--- config.mk ---
export PLATFORM = sky130hd
export DESIGN_NAME = reset_cause_and_startup
export DESIGN_NICKNAME = d
export VERILOG_FILES = /design/src/hdl/rst_seq_pkg.sv /design/src/hdl/reset_cause_and_startup.sv
export VERILOG_INCLUDE_DIRS = /design/src /design/src/hdl
export SDC_FILE = /design/constraint.sdc
export NUM_CORES = 1
export LEC_CHECK = 0
export ABC_CLOCK_PERIOD_IN_PS = 3100
export BUFFER_PORTS_ARGS = -buffer_cell sky130_fd_sc_hd__buf_2
export CAP_MARGIN = 20
export CORE_MARGIN = 2
export CORE_UTILIZATION = 40
export CTS_CLUSTER_DIAMETER = 40
export DETAILED_ROUTE_END_ITERATION = 12
export GPL_TIMING_DRIVEN = 1
export SLEW_MARGIN = 10
export SYNTH_ARGS = -nofsm -noshare
export SYNTH_HDL_FRONTEND = slang
export SYNTH_SLANG_ARGS = --single-unit
--- constraint.sdc ---
create_clock -name clk_i -period 3.1 [get_ports clk_i]
set_input_delay 0.155 -clock clk_i [delete_from_list [all_inputs] [get_ports clk_i]]
set_output_delay 0.155 -clock clk_i [all_outputs]
set_load 0.005 [all_outputs]
--- src/hdl/rst_seq_regs.svh ---
// register offsets, field positions, reset values and timing counts of the reset sequencer
`ifndef RST_SEQ_REGS_SVH
`define RST_SEQ_REGS_SVH

// byte offsets on the register bus
`define OFS_POWER_CONTROL 4'h0
`define OFS_BROWNOUT_CONTROL 4'h4
`define OFS_CORE_STATUS 4'h8
`define OFS_WATCHDOG_CONTROL 4'hC

// power control flag register fields
`define PCF_STACK_OVER 7
`define PCF_STACK_UNDER 6
`define PCF_WDT_RESET 4
`define PCF_PIN_RESET 3
`define PCF_SOFT_RESET 2
`define PCF_POWER_ON 1
`define PCF_BROWNOUT 0
`define PCF_IMPL_MASK 8'hDF

// core status fields
`define CST_EXPIRY 4
`define CST_POWERDOWN 3

// brown-out control fields
`define BRC_SW_ENABLE 7
`define BRC_FAST_START 6
`define BRC_READY 0
`define BRC_RESET 8'h80

// watchdog control: prescale field
`define WDC_RESET 8'h16
`define WDC_MASK 8'h1F

// power-on flag value: 00 -1 110x with brown-out cleared
`define PCF_POR_VALUE 8'h1C

// timing
`define CLK_HZ 20000000
`define POWERUP_TIMER_MS 64
`define POWERUP_TIMER_CYCLES ((`POWERUP_TIMER_MS * `CLK_HZ) / 1000)
`define MASTER_CLEAR_PIN_FILTER_NS 2000
`define MASTER_CLEAR_PIN_FILTER_CYCLES ((`MASTER_CLEAR_PIN_FILTER_NS * (`CLK_HZ / 1000000) + 999) / 1000)
`define RESET_VECTOR 16'h0000
`define IRQ_VECTOR 16'h0004

`endif

--- src/hdl/rst_seq_pkg.sv ---
// types shared by the reset sequencer
package rst_seq_pkg;

	typedef enum logic [1:0] {
		ST_HOLD = 2'b00,
		ST_WAIT = 2'b01,
		ST_RUN = 2'b10,
		ST_SLEEP = 2'b11
	} seq_state_e;

	// reset and wake events from the core
	typedef struct packed {
		logic power_on;
		logic brownout;
		logic lp_brownout;
		logic prog_exit;
		logic wdt_timeout;
		logic reset_instr;
		logic stack_over;
		logic stack_under;
		logic irq_wake;
	} core_events_s;

	// static configuration words
	typedef struct packed {
		logic pin_reset_enable;
		logic low_voltage_prog;
		logic powerup_timer_disable_n;
		logic stack_reset_enable;
		logic osc_needs_ost;
	} config_s;

endpackage

--- src/hdl/reset_cause_and_startup.sv ---
// reset source combiner, start-up gate and reset-cause flags with wishbone registers
`timescale 1ns/1ps
`include "rst_seq_regs.svh"

module reset_cause_and_startup
	import rst_seq_pkg::*;
#(
	parameter int POWERUP_TIMER_CYCLES = `POWERUP_TIMER_CYCLES,
	parameter int OST_CYCLES = 1024,
	parameter int FILTER_CYCLES = `MASTER_CLEAR_PIN_FILTER_CYCLES
) (
	// clock, reset, enable
	input wire logic clk_i,
	input wire logic rst_i,
	input wire logic ce_i,
	// wishbone slave
	input wire logic cyc_i,
	input wire logic stb_i,
	input wire logic we_i,
	input wire logic [3:0] adr_i,
	input wire logic [3:0] sel_i,
	input wire logic [31:0] dat_i,
	output logic [31:0] dat_o,
	output logic ack_o,
	// pin and configuration
	input wire logic master_clear_pin_i,
	input wire config_s cfg_i,
	// core events and status
	input wire core_events_s ev_i,
	input wire logic global_irq_enable_i,
	input wire logic sleeping_i,
	input wire logic [15:0] pc_i,
	// results
	output logic core_reset_o,
	output logic pc_load_o,
	output logic [15:0] pc_value_o,
	output logic push_return_o,
	output logic pin_pullup_o,
	output logic pin_gpio_o,
	output logic [4:0] watchdog_prescale_o
);

	// pin synchroniser: first stage feeds only the second
	logic pin_meta_ff, pin_sync_ff;
	always_ff @(posedge clk_i) begin
		if (rst_i) begin
			pin_meta_ff <= 1'b1;
			pin_sync_ff <= 1'b1;
		end else if (ce_i) begin
			pin_meta_ff <= master_clear_pin_i;
			pin_sync_ff <= pin_meta_ff;
		end
	end

	logic pin_enabled;
	assign pin_enabled = cfg_i.pin_reset_enable | cfg_i.low_voltage_prog;

	// low level must persist for the whole window before it counts
	logic [15:0] filt_cnt_ff;
	logic pin_low_ff;
	always_ff @(posedge clk_i) begin
		if (rst_i) begin
			filt_cnt_ff <= 16'h0000;
			pin_low_ff <= 1'b0;
		end else if (ce_i) begin
			if (pin_sync_ff) begin
				filt_cnt_ff <= 16'h0000;
				pin_low_ff <= 1'b0;
			end else if (filt_cnt_ff >= 16'(FILTER_CYCLES - 1)) begin
				pin_low_ff <= 1'b1;
			end else begin
				filt_cnt_ff <= filt_cnt_ff + 16'h0001;
			end
		end
	end

	logic pin_hold;
	assign pin_hold = pin_enabled & pin_low_ff;

	// pin reset event on the filtered edge
	logic pin_hold_d_ff;
	always_ff @(posedge clk_i) begin
		if (rst_i)
			pin_hold_d_ff <= 1'b0;
		else if (ce_i)
			pin_hold_d_ff <= pin_hold;
	end
	logic pin_evt;
	assign pin_evt = pin_hold & ~pin_hold_d_ff;

	// event decode
	logic por_evt, bor_evt, stk_reset, wdt_reset, wdt_wake, irq_wake, any_reset;
	assign por_evt = ev_i.power_on | ev_i.prog_exit;
	assign bor_evt = ev_i.brownout | ev_i.lp_brownout;
	assign stk_reset = cfg_i.stack_reset_enable & (ev_i.stack_over | ev_i.stack_under);
	assign wdt_reset = ev_i.wdt_timeout & ~sleeping_i;
	assign wdt_wake = ev_i.wdt_timeout & sleeping_i;
	assign irq_wake = ev_i.irq_wake & sleeping_i & ~ev_i.wdt_timeout;
	assign any_reset = por_evt | bor_evt | stk_reset | wdt_reset | ev_i.reset_instr | pin_evt;

	// bus decode; one-cycle ack, dropped the cycle after
	logic bus_req, wr_pcf, wr_brc, wr_cst, wr_wdc;
	assign bus_req = cyc_i & stb_i & ~ack_o;
	assign wr_pcf = bus_req & we_i & sel_i[0] & (adr_i == `OFS_POWER_CONTROL);
	assign wr_brc = bus_req & we_i & sel_i[0] & (adr_i == `OFS_BROWNOUT_CONTROL);
	assign wr_cst = bus_req & we_i & sel_i[0] & (adr_i == `OFS_CORE_STATUS);
	assign wr_wdc = bus_req & we_i & sel_i[0] & (adr_i == `OFS_WATCHDOG_CONTROL);

	// power control flags; hardware terms applied after the write so they win
	logic [7:0] pcf_ff;
	logic [7:0] nxt_pcf;
	always_comb begin
		nxt_pcf = pcf_ff;
		if (wr_pcf)
			nxt_pcf = dat_i[7:0] & `PCF_IMPL_MASK;
		if (por_evt) begin
			nxt_pcf = `PCF_POR_VALUE;
		end else begin
			if (bor_evt) begin
				nxt_pcf[`PCF_STACK_OVER] = 1'b0;
				nxt_pcf[`PCF_STACK_UNDER] = 1'b0;
				nxt_pcf[`PCF_PIN_RESET] = 1'b1;
				nxt_pcf[`PCF_SOFT_RESET] = 1'b1;
				nxt_pcf[`PCF_BROWNOUT] = 1'b0;
			end
			if (wdt_reset)
				nxt_pcf[`PCF_WDT_RESET] = 1'b0;
			if (pin_evt)
				nxt_pcf[`PCF_PIN_RESET] = 1'b0;
			if (ev_i.reset_instr)
				nxt_pcf[`PCF_SOFT_RESET] = 1'b0;
			if (ev_i.stack_over)
				nxt_pcf[`PCF_STACK_OVER] = 1'b1;
			if (ev_i.stack_under)
				nxt_pcf[`PCF_STACK_UNDER] = 1'b1;
		end
	end
	always_ff @(posedge clk_i) begin
		if (rst_i)
			pcf_ff <= `PCF_POR_VALUE;
		else if (ce_i)
			pcf_ff <= nxt_pcf;
	end

	// expiry and powerdown flags of the core status register
	logic expiry_ff, powerdown_ff, nxt_expiry, nxt_powerdown;
	always_comb begin
		nxt_expiry = expiry_ff;
		nxt_powerdown = powerdown_ff;
		if (wr_cst) begin
			nxt_expiry = dat_i[`CST_EXPIRY];
			nxt_powerdown = dat_i[`CST_POWERDOWN];
		end
		if (por_evt | bor_evt) begin
			nxt_expiry = 1'b1;
			nxt_powerdown = 1'b1;
		end else if (wdt_reset) begin
			nxt_expiry = 1'b0;
		end else if (wdt_wake) begin
			nxt_expiry = 1'b0;
			nxt_powerdown = 1'b0;
		end else if (pin_evt & sleeping_i) begin
			nxt_expiry = 1'b1;
			nxt_powerdown = 1'b0;
		end else if (irq_wake) begin
			nxt_expiry = 1'b1;
			nxt_powerdown = 1'b0;
		end
	end
	always_ff @(posedge clk_i) begin
		if (rst_i) begin
			expiry_ff <= 1'b1;
			powerdown_ff <= 1'b1;
		end else if (ce_i) begin
			expiry_ff <= nxt_expiry;
			powerdown_ff <= nxt_powerdown;
		end
	end

	// brown-out control and watchdog prescale, plus software pull-up
	logic [7:0] brc_ff;
	logic [4:0] wdc_ff;
	logic pullup_sw_ff;
	always_ff @(posedge clk_i) begin
		if (rst_i) begin
			brc_ff <= `BRC_RESET;
			wdc_ff <= 5'(`WDC_RESET);
			pullup_sw_ff <= 1'b1;
		end else if (ce_i) begin
			if (wr_brc) begin
				brc_ff[`BRC_SW_ENABLE] <= dat_i[`BRC_SW_ENABLE];
				brc_ff[`BRC_FAST_START] <= dat_i[`BRC_FAST_START];
				pullup_sw_ff <= dat_i[1];
			end
			if (wr_wdc)
				wdc_ff <= dat_i[4:0];
		end
	end

	// start-up timers; both run regardless of the pin
	logic [31:0] powerup_timer_cnt_ff;
	logic [31:0] ost_cnt_ff;
	logic powerup_timer_done, ost_done;
	assign powerup_timer_done = cfg_i.powerup_timer_disable_n | (powerup_timer_cnt_ff == 32'h0000_0000);
	assign ost_done = ~cfg_i.osc_needs_ost | (ost_cnt_ff == 32'h0000_0000);
	always_ff @(posedge clk_i) begin
		if (rst_i) begin
			powerup_timer_cnt_ff <= 32'(POWERUP_TIMER_CYCLES);
			ost_cnt_ff <= 32'(OST_CYCLES);
		end else if (ce_i) begin
			if (por_evt | bor_evt) begin
				powerup_timer_cnt_ff <= 32'(POWERUP_TIMER_CYCLES);
				ost_cnt_ff <= 32'(OST_CYCLES);
			end else begin
				if (powerup_timer_cnt_ff != 32'h0000_0000)
					powerup_timer_cnt_ff <= powerup_timer_cnt_ff - 32'h0000_0001;
				if (ost_cnt_ff != 32'h0000_0000)
					ost_cnt_ff <= ost_cnt_ff - 32'h0000_0001;
			end
		end
	end

	// sequencer
	seq_state_e state_ff;
	always_ff @(posedge clk_i) begin
		if (rst_i) begin
			state_ff <= ST_HOLD;
		end else if (ce_i) begin
			if (por_evt | bor_evt)
				state_ff <= ST_HOLD;
			else if (any_reset && (state_ff != ST_HOLD))
				state_ff <= ST_WAIT; // a pin event waits only for the pin release in ST_WAIT, not for the start-up timers
			else begin
				unique case (state_ff)
					ST_HOLD: if (powerup_timer_done & ost_done & ~pin_hold) state_ff <= ST_RUN;
					ST_WAIT: if (~pin_hold) state_ff <= ST_RUN;
					ST_RUN: if (sleeping_i) state_ff <= ST_SLEEP;
					ST_SLEEP: if (wdt_wake | irq_wake | ~sleeping_i) state_ff <= ST_RUN;
				endcase
			end
		end
	end

	// core outputs: reset level, vector load on a reset event or wake
	logic in_reset;
	assign in_reset = (state_ff == ST_HOLD) | (state_ff == ST_WAIT);
	always_ff @(posedge clk_i) begin
		if (rst_i) begin
			core_reset_o <= 1'b1;
			pc_load_o <= 1'b0;
			pc_value_o <= `RESET_VECTOR;
			push_return_o <= 1'b0;
		end else if (ce_i) begin
			core_reset_o <= in_reset | any_reset;
			pc_load_o <= 1'b0;
			push_return_o <= 1'b0;
			if (any_reset) begin
				pc_load_o <= 1'b1;
				pc_value_o <= `RESET_VECTOR;
			end else if (wdt_wake) begin
				pc_load_o <= 1'b1;
				pc_value_o <= pc_i + 16'h0001;
			end else if (irq_wake) begin
				pc_load_o <= 1'b1;
				push_return_o <= global_irq_enable_i;
				pc_value_o <= global_irq_enable_i ? `IRQ_VECTOR : pc_i + 16'h0001;
			end
		end
	end

	// pin function and pull-up
	always_ff @(posedge clk_i) begin
		if (rst_i) begin
			pin_pullup_o <= 1'b1;
			pin_gpio_o <= 1'b1;
		end else if (ce_i) begin
			pin_pullup_o <= pin_enabled | pullup_sw_ff;
			pin_gpio_o <= pin_sync_ff;
		end
	end

	always_ff @(posedge clk_i) begin
		if (rst_i)
			watchdog_prescale_o <= 5'(`WDC_RESET);
		else if (ce_i)
			watchdog_prescale_o <= wdc_ff;
	end

	// bus read data; unmapped addresses read zero and are still acked
	logic [7:0] rd_byte;
	always_comb begin
		unique case (adr_i)
			`OFS_POWER_CONTROL: rd_byte = pcf_ff & `PCF_IMPL_MASK;
			`OFS_BROWNOUT_CONTROL: rd_byte = {brc_ff[7:6], 4'h0, pullup_sw_ff, 1'b1};
			`OFS_CORE_STATUS: rd_byte = {3'h0, expiry_ff, powerdown_ff, 3'h0};
			`OFS_WATCHDOG_CONTROL: rd_byte = {3'h0, wdc_ff};
			default: rd_byte = 8'h00;
		endcase
	end
	always_ff @(posedge clk_i) begin
		if (rst_i) begin
			ack_o <= 1'b0;
			dat_o <= 32'h0000_0000;
		end else if (ce_i) begin
			ack_o <= bus_req;
			if (bus_req)
				dat_o <= {24'h00_0000, rd_byte};
		end
	end

endmodule

==> metrics.cfg <==
[status]
status = completed

[drt]
wire_per_inst_um = 14.81
vias_per_cell = 5.503
via_count = 6097
drt_first_iter_violations = 400
drt-total-wl_mm = 16.41
drt_pass1_iterations = 5
postRouteAntennaNets = 0
drcViolationCount = 0

[critical_path]
cp-start-kind = flip-flop
cp_max_fo = 8
cp.arrival_ns = 2.92
rrSetupSlack_ns = 0.53
critPathKind = reg -> reg
worstSetupEndpointType = flip-flop
critPathRequiredTime_ns = 3.45

[layout]
multi_input_area_mm2 = 0.003706
num-fill-cells = 1596
diodes = 0
design_area_mm2 = 0.008014
seqCellArea_mm2 = 0.002743
area_growth_pct = 18.74
drive_gt1_share_pct = 18.69
final_nets = 960
final_util_pct = 48.50

[synth]
synthMuxAreaShare_pct = 2.985
async_flop_share_pct = 0
synth_fa_ha_area_share_pct = 1.112
synth-compound-area-share_pct = 20.13
ys_warn_count = 0
synthCells = 787
synth_cell_types = 71
ys_seq_elements = 137
seq_area_frac_synth_pct = 40.64
synth_simple_gate_area_share_pct = 26.81
synth_enable_flop_cells = 0
synth-main-ff-cell = dfxtp_1
synth_area_mm2 = 0.006749
synth_top_family_by_area = simple AND/OR/NAND/NOR gates
syn_area_per_cell_um2 = 8.576
synthXorXnorAreaFrac_pct = 2.076

[pwr]
p_per_area_mw_per_mm2 = 533.1
ir_worst_vdd_uv = 360.3
leakagePower_nw = 3.086
p_total_mw = 4.273

[timing]
fin_crit_ns = 2.568
hold_viol_final = 0
fmax_mhz = 389.3
tightest_slew_ns = 0.9870
clock_skew_ns = 0.009474
finalMaxSlewViolations = 0
fin_setup_tns_ns = 0
setup_viol_count_final = 0
rsz0062_at_grt = no
post-route-period-util_pct = 82.85
relSlewSlack_pct = 34.20

[grt]
grt_usage_pct = 18.88
grt_pass1_wl_mm = 27.37
grt_max_degree = 47
grt_pass1_vias = 5545
grt-ovfl-total = 0
antenna_found_initial = 0

[clocking]
worst_skew_pair.late_latency_ns = 0.42
root_buffer = clkbuf_16
cts_tree = built
cts_sinks = 137
clk_pin_slew_worst_paths_ns = 0.06
cts_made_buffers = 17
h-tree-depth = 4
clock_path_buffers = 2

[floorplan]
rows = 47
ios = 138
dieWidth_um = 133.9
die-area_mm2 = 0.01793
initial_core_util_pct = 40.84
dieHeight_um = 133.9
core_area_mm2 = 0.01652

[placed_design]
placed_area_mm2 = 0.007351
gp_congestion = 0.7970
hpwlAfterDp_mm = 11.42
io_buffers = 84

[job]
maxCapViolCount = 0

[hold_path]
hold_class = in -> reg

Yosys cell counts (3+ instances only):
master    count  area [um2]
dfxtp_1     137        2743
a21oi_1      68       340.3
nand2_1      53       198.9
nor2_1       50       187.7
o21ai_0      43       215.2
or4_1        43       322.8
or3_1        36       225.2
clkbuf_1     31       116.4
o31ai_1      27       202.7
buf_4        25       187.7
nor4_1       22       137.6
nand3_1      21       105.1
mux2i_1      19       190.2
a22o_1       16       140.1
nor3_1       14       70.07
and2_1       13       81.33
nand4_1      13       81.33
xnor2_1      12       105.1
inv_1        11       41.29
or2_2        10       62.56
nand3b_1      8       60.06
o21a_1        8       60.06
o211ai_1      7       52.55
ha_1          6       75.07
and3_1        5       31.28
buf_2         5       25.02
o41ai_1       5       43.79
a211oi_1      4       30.03
a22oi_1       4       30.03
buf_1         4       15.01
nand2b_1      4       25.02
o31a_1        4       35.03
xor2_1        4       35.03
a211o_1       3       26.28
nor4_2        3       37.54
o21ai_1       3       15.01
critical path: stages (launching register included):
cell and delay [ns]:
dfxtp_1 0.34, or4_4 0.57, or3_4 0.42, or4_1 0.56, or4_1 0.45, a21oi_1 0.15
layout make-up:
type                            instances  area share (%)
Clock buffer                           18           5.355
Inverter                               13          0.6089
Tap cell                              220           3.435
Clock inverter                         14           2.045
Multi-Input combinational cell        594           46.25
Timing Repair Buffer                  112           8.087
Sequential cell                       137           34.22
per-stage QoR:
step,hold WS (ns),worst slack [ns],std cells
finish,0.01576,0.5315,1108
global route,0.03093,0.4194,1108
CTS,0.004403,0.5480,1108
detailed placement,0.3738,0.5724,1069
global placement,0.3650,0.5868,1069
floorplan,0.2427,0.7120,811
metal layers:
metal / global-route usage (%) / up-vias / wire (um)
met5: 0 / - / 0
met4: 6.974 / 0 / 240
met3: 4.649 / 16 / 964
met2: 28.97 / 152 / 7191
met1: 25.73 / 2827 / 8015
li1: - / 3102 / -
repair_timing:
action,in CTS,in global routing
resized for setup,0,0
hold buffers,7,0
endpoints found under the hold margin,7,0
buffers inserted,0,0
sequential cells by signal, indices dropped and copies added, names as in the netlist, 2 cells and up:
signal / count
dat_o: 7
powerup_timer_cnt_ff: 32
watchdog_prescale_o: 5
pc_value_o: 16
wdc_ff: 5
brc_ff: 2
filt_cnt_ff: 16
pcf_ff: 7
state_ff: 2
ost_cnt_ff: 32
cells by family after synthesis:
logic type                 Yosys count
DFF                                137
other                                1
muxes                               20
xor gates and xnor gates            16
adders and majority gates            6
and+or+nand+nor                    316
AOI/OAI and AO/OA                  211
buffers and inverters               80
power by group:
part           switching [mW]  leakage [nW]  internal [mW]
combinational           0.246          1.70          0.162
clock                   0.840         0.280           1.21
sequential             0.0282          1.11           1.79
placed cells by master, fill, tap and decap left out, types with 25 or more instances in the layout:
cell type,n
a21oi_1,68
nand2_1,53
dfxtp_1,137
o31ai_1,26
buf_2,84
or4_1,43
o21ai_0,42
nor2_1,50
conb_1,25
or3_1,36
worst paths after layout:
| kind | start | to | cells after the start |
|---|---|---|---|
| max | powerup_timer_cnt_ff[2]$_SDFFE_PP0P_ | powerup_timer_cnt_ff[31]$_SDFFE_PP0P_ | 5 |
| min | dat_i[0] | wdc_ff[0]$_SDFFE_PP0P_ | 3 |
| max reg2reg | powerup_timer_cnt_ff[2]$_SDFFE_PP0P_ | powerup_timer_cnt_ff[31]$_SDFFE_PP0P_ | 5 |
| min reg2reg | pin_gpio_o$_SDFFE_PP1P_ | pin_gpio_o$_SDFFE_PP1P_ | 2 |
No activity file was read; power rests on OpenSTA's default activity.
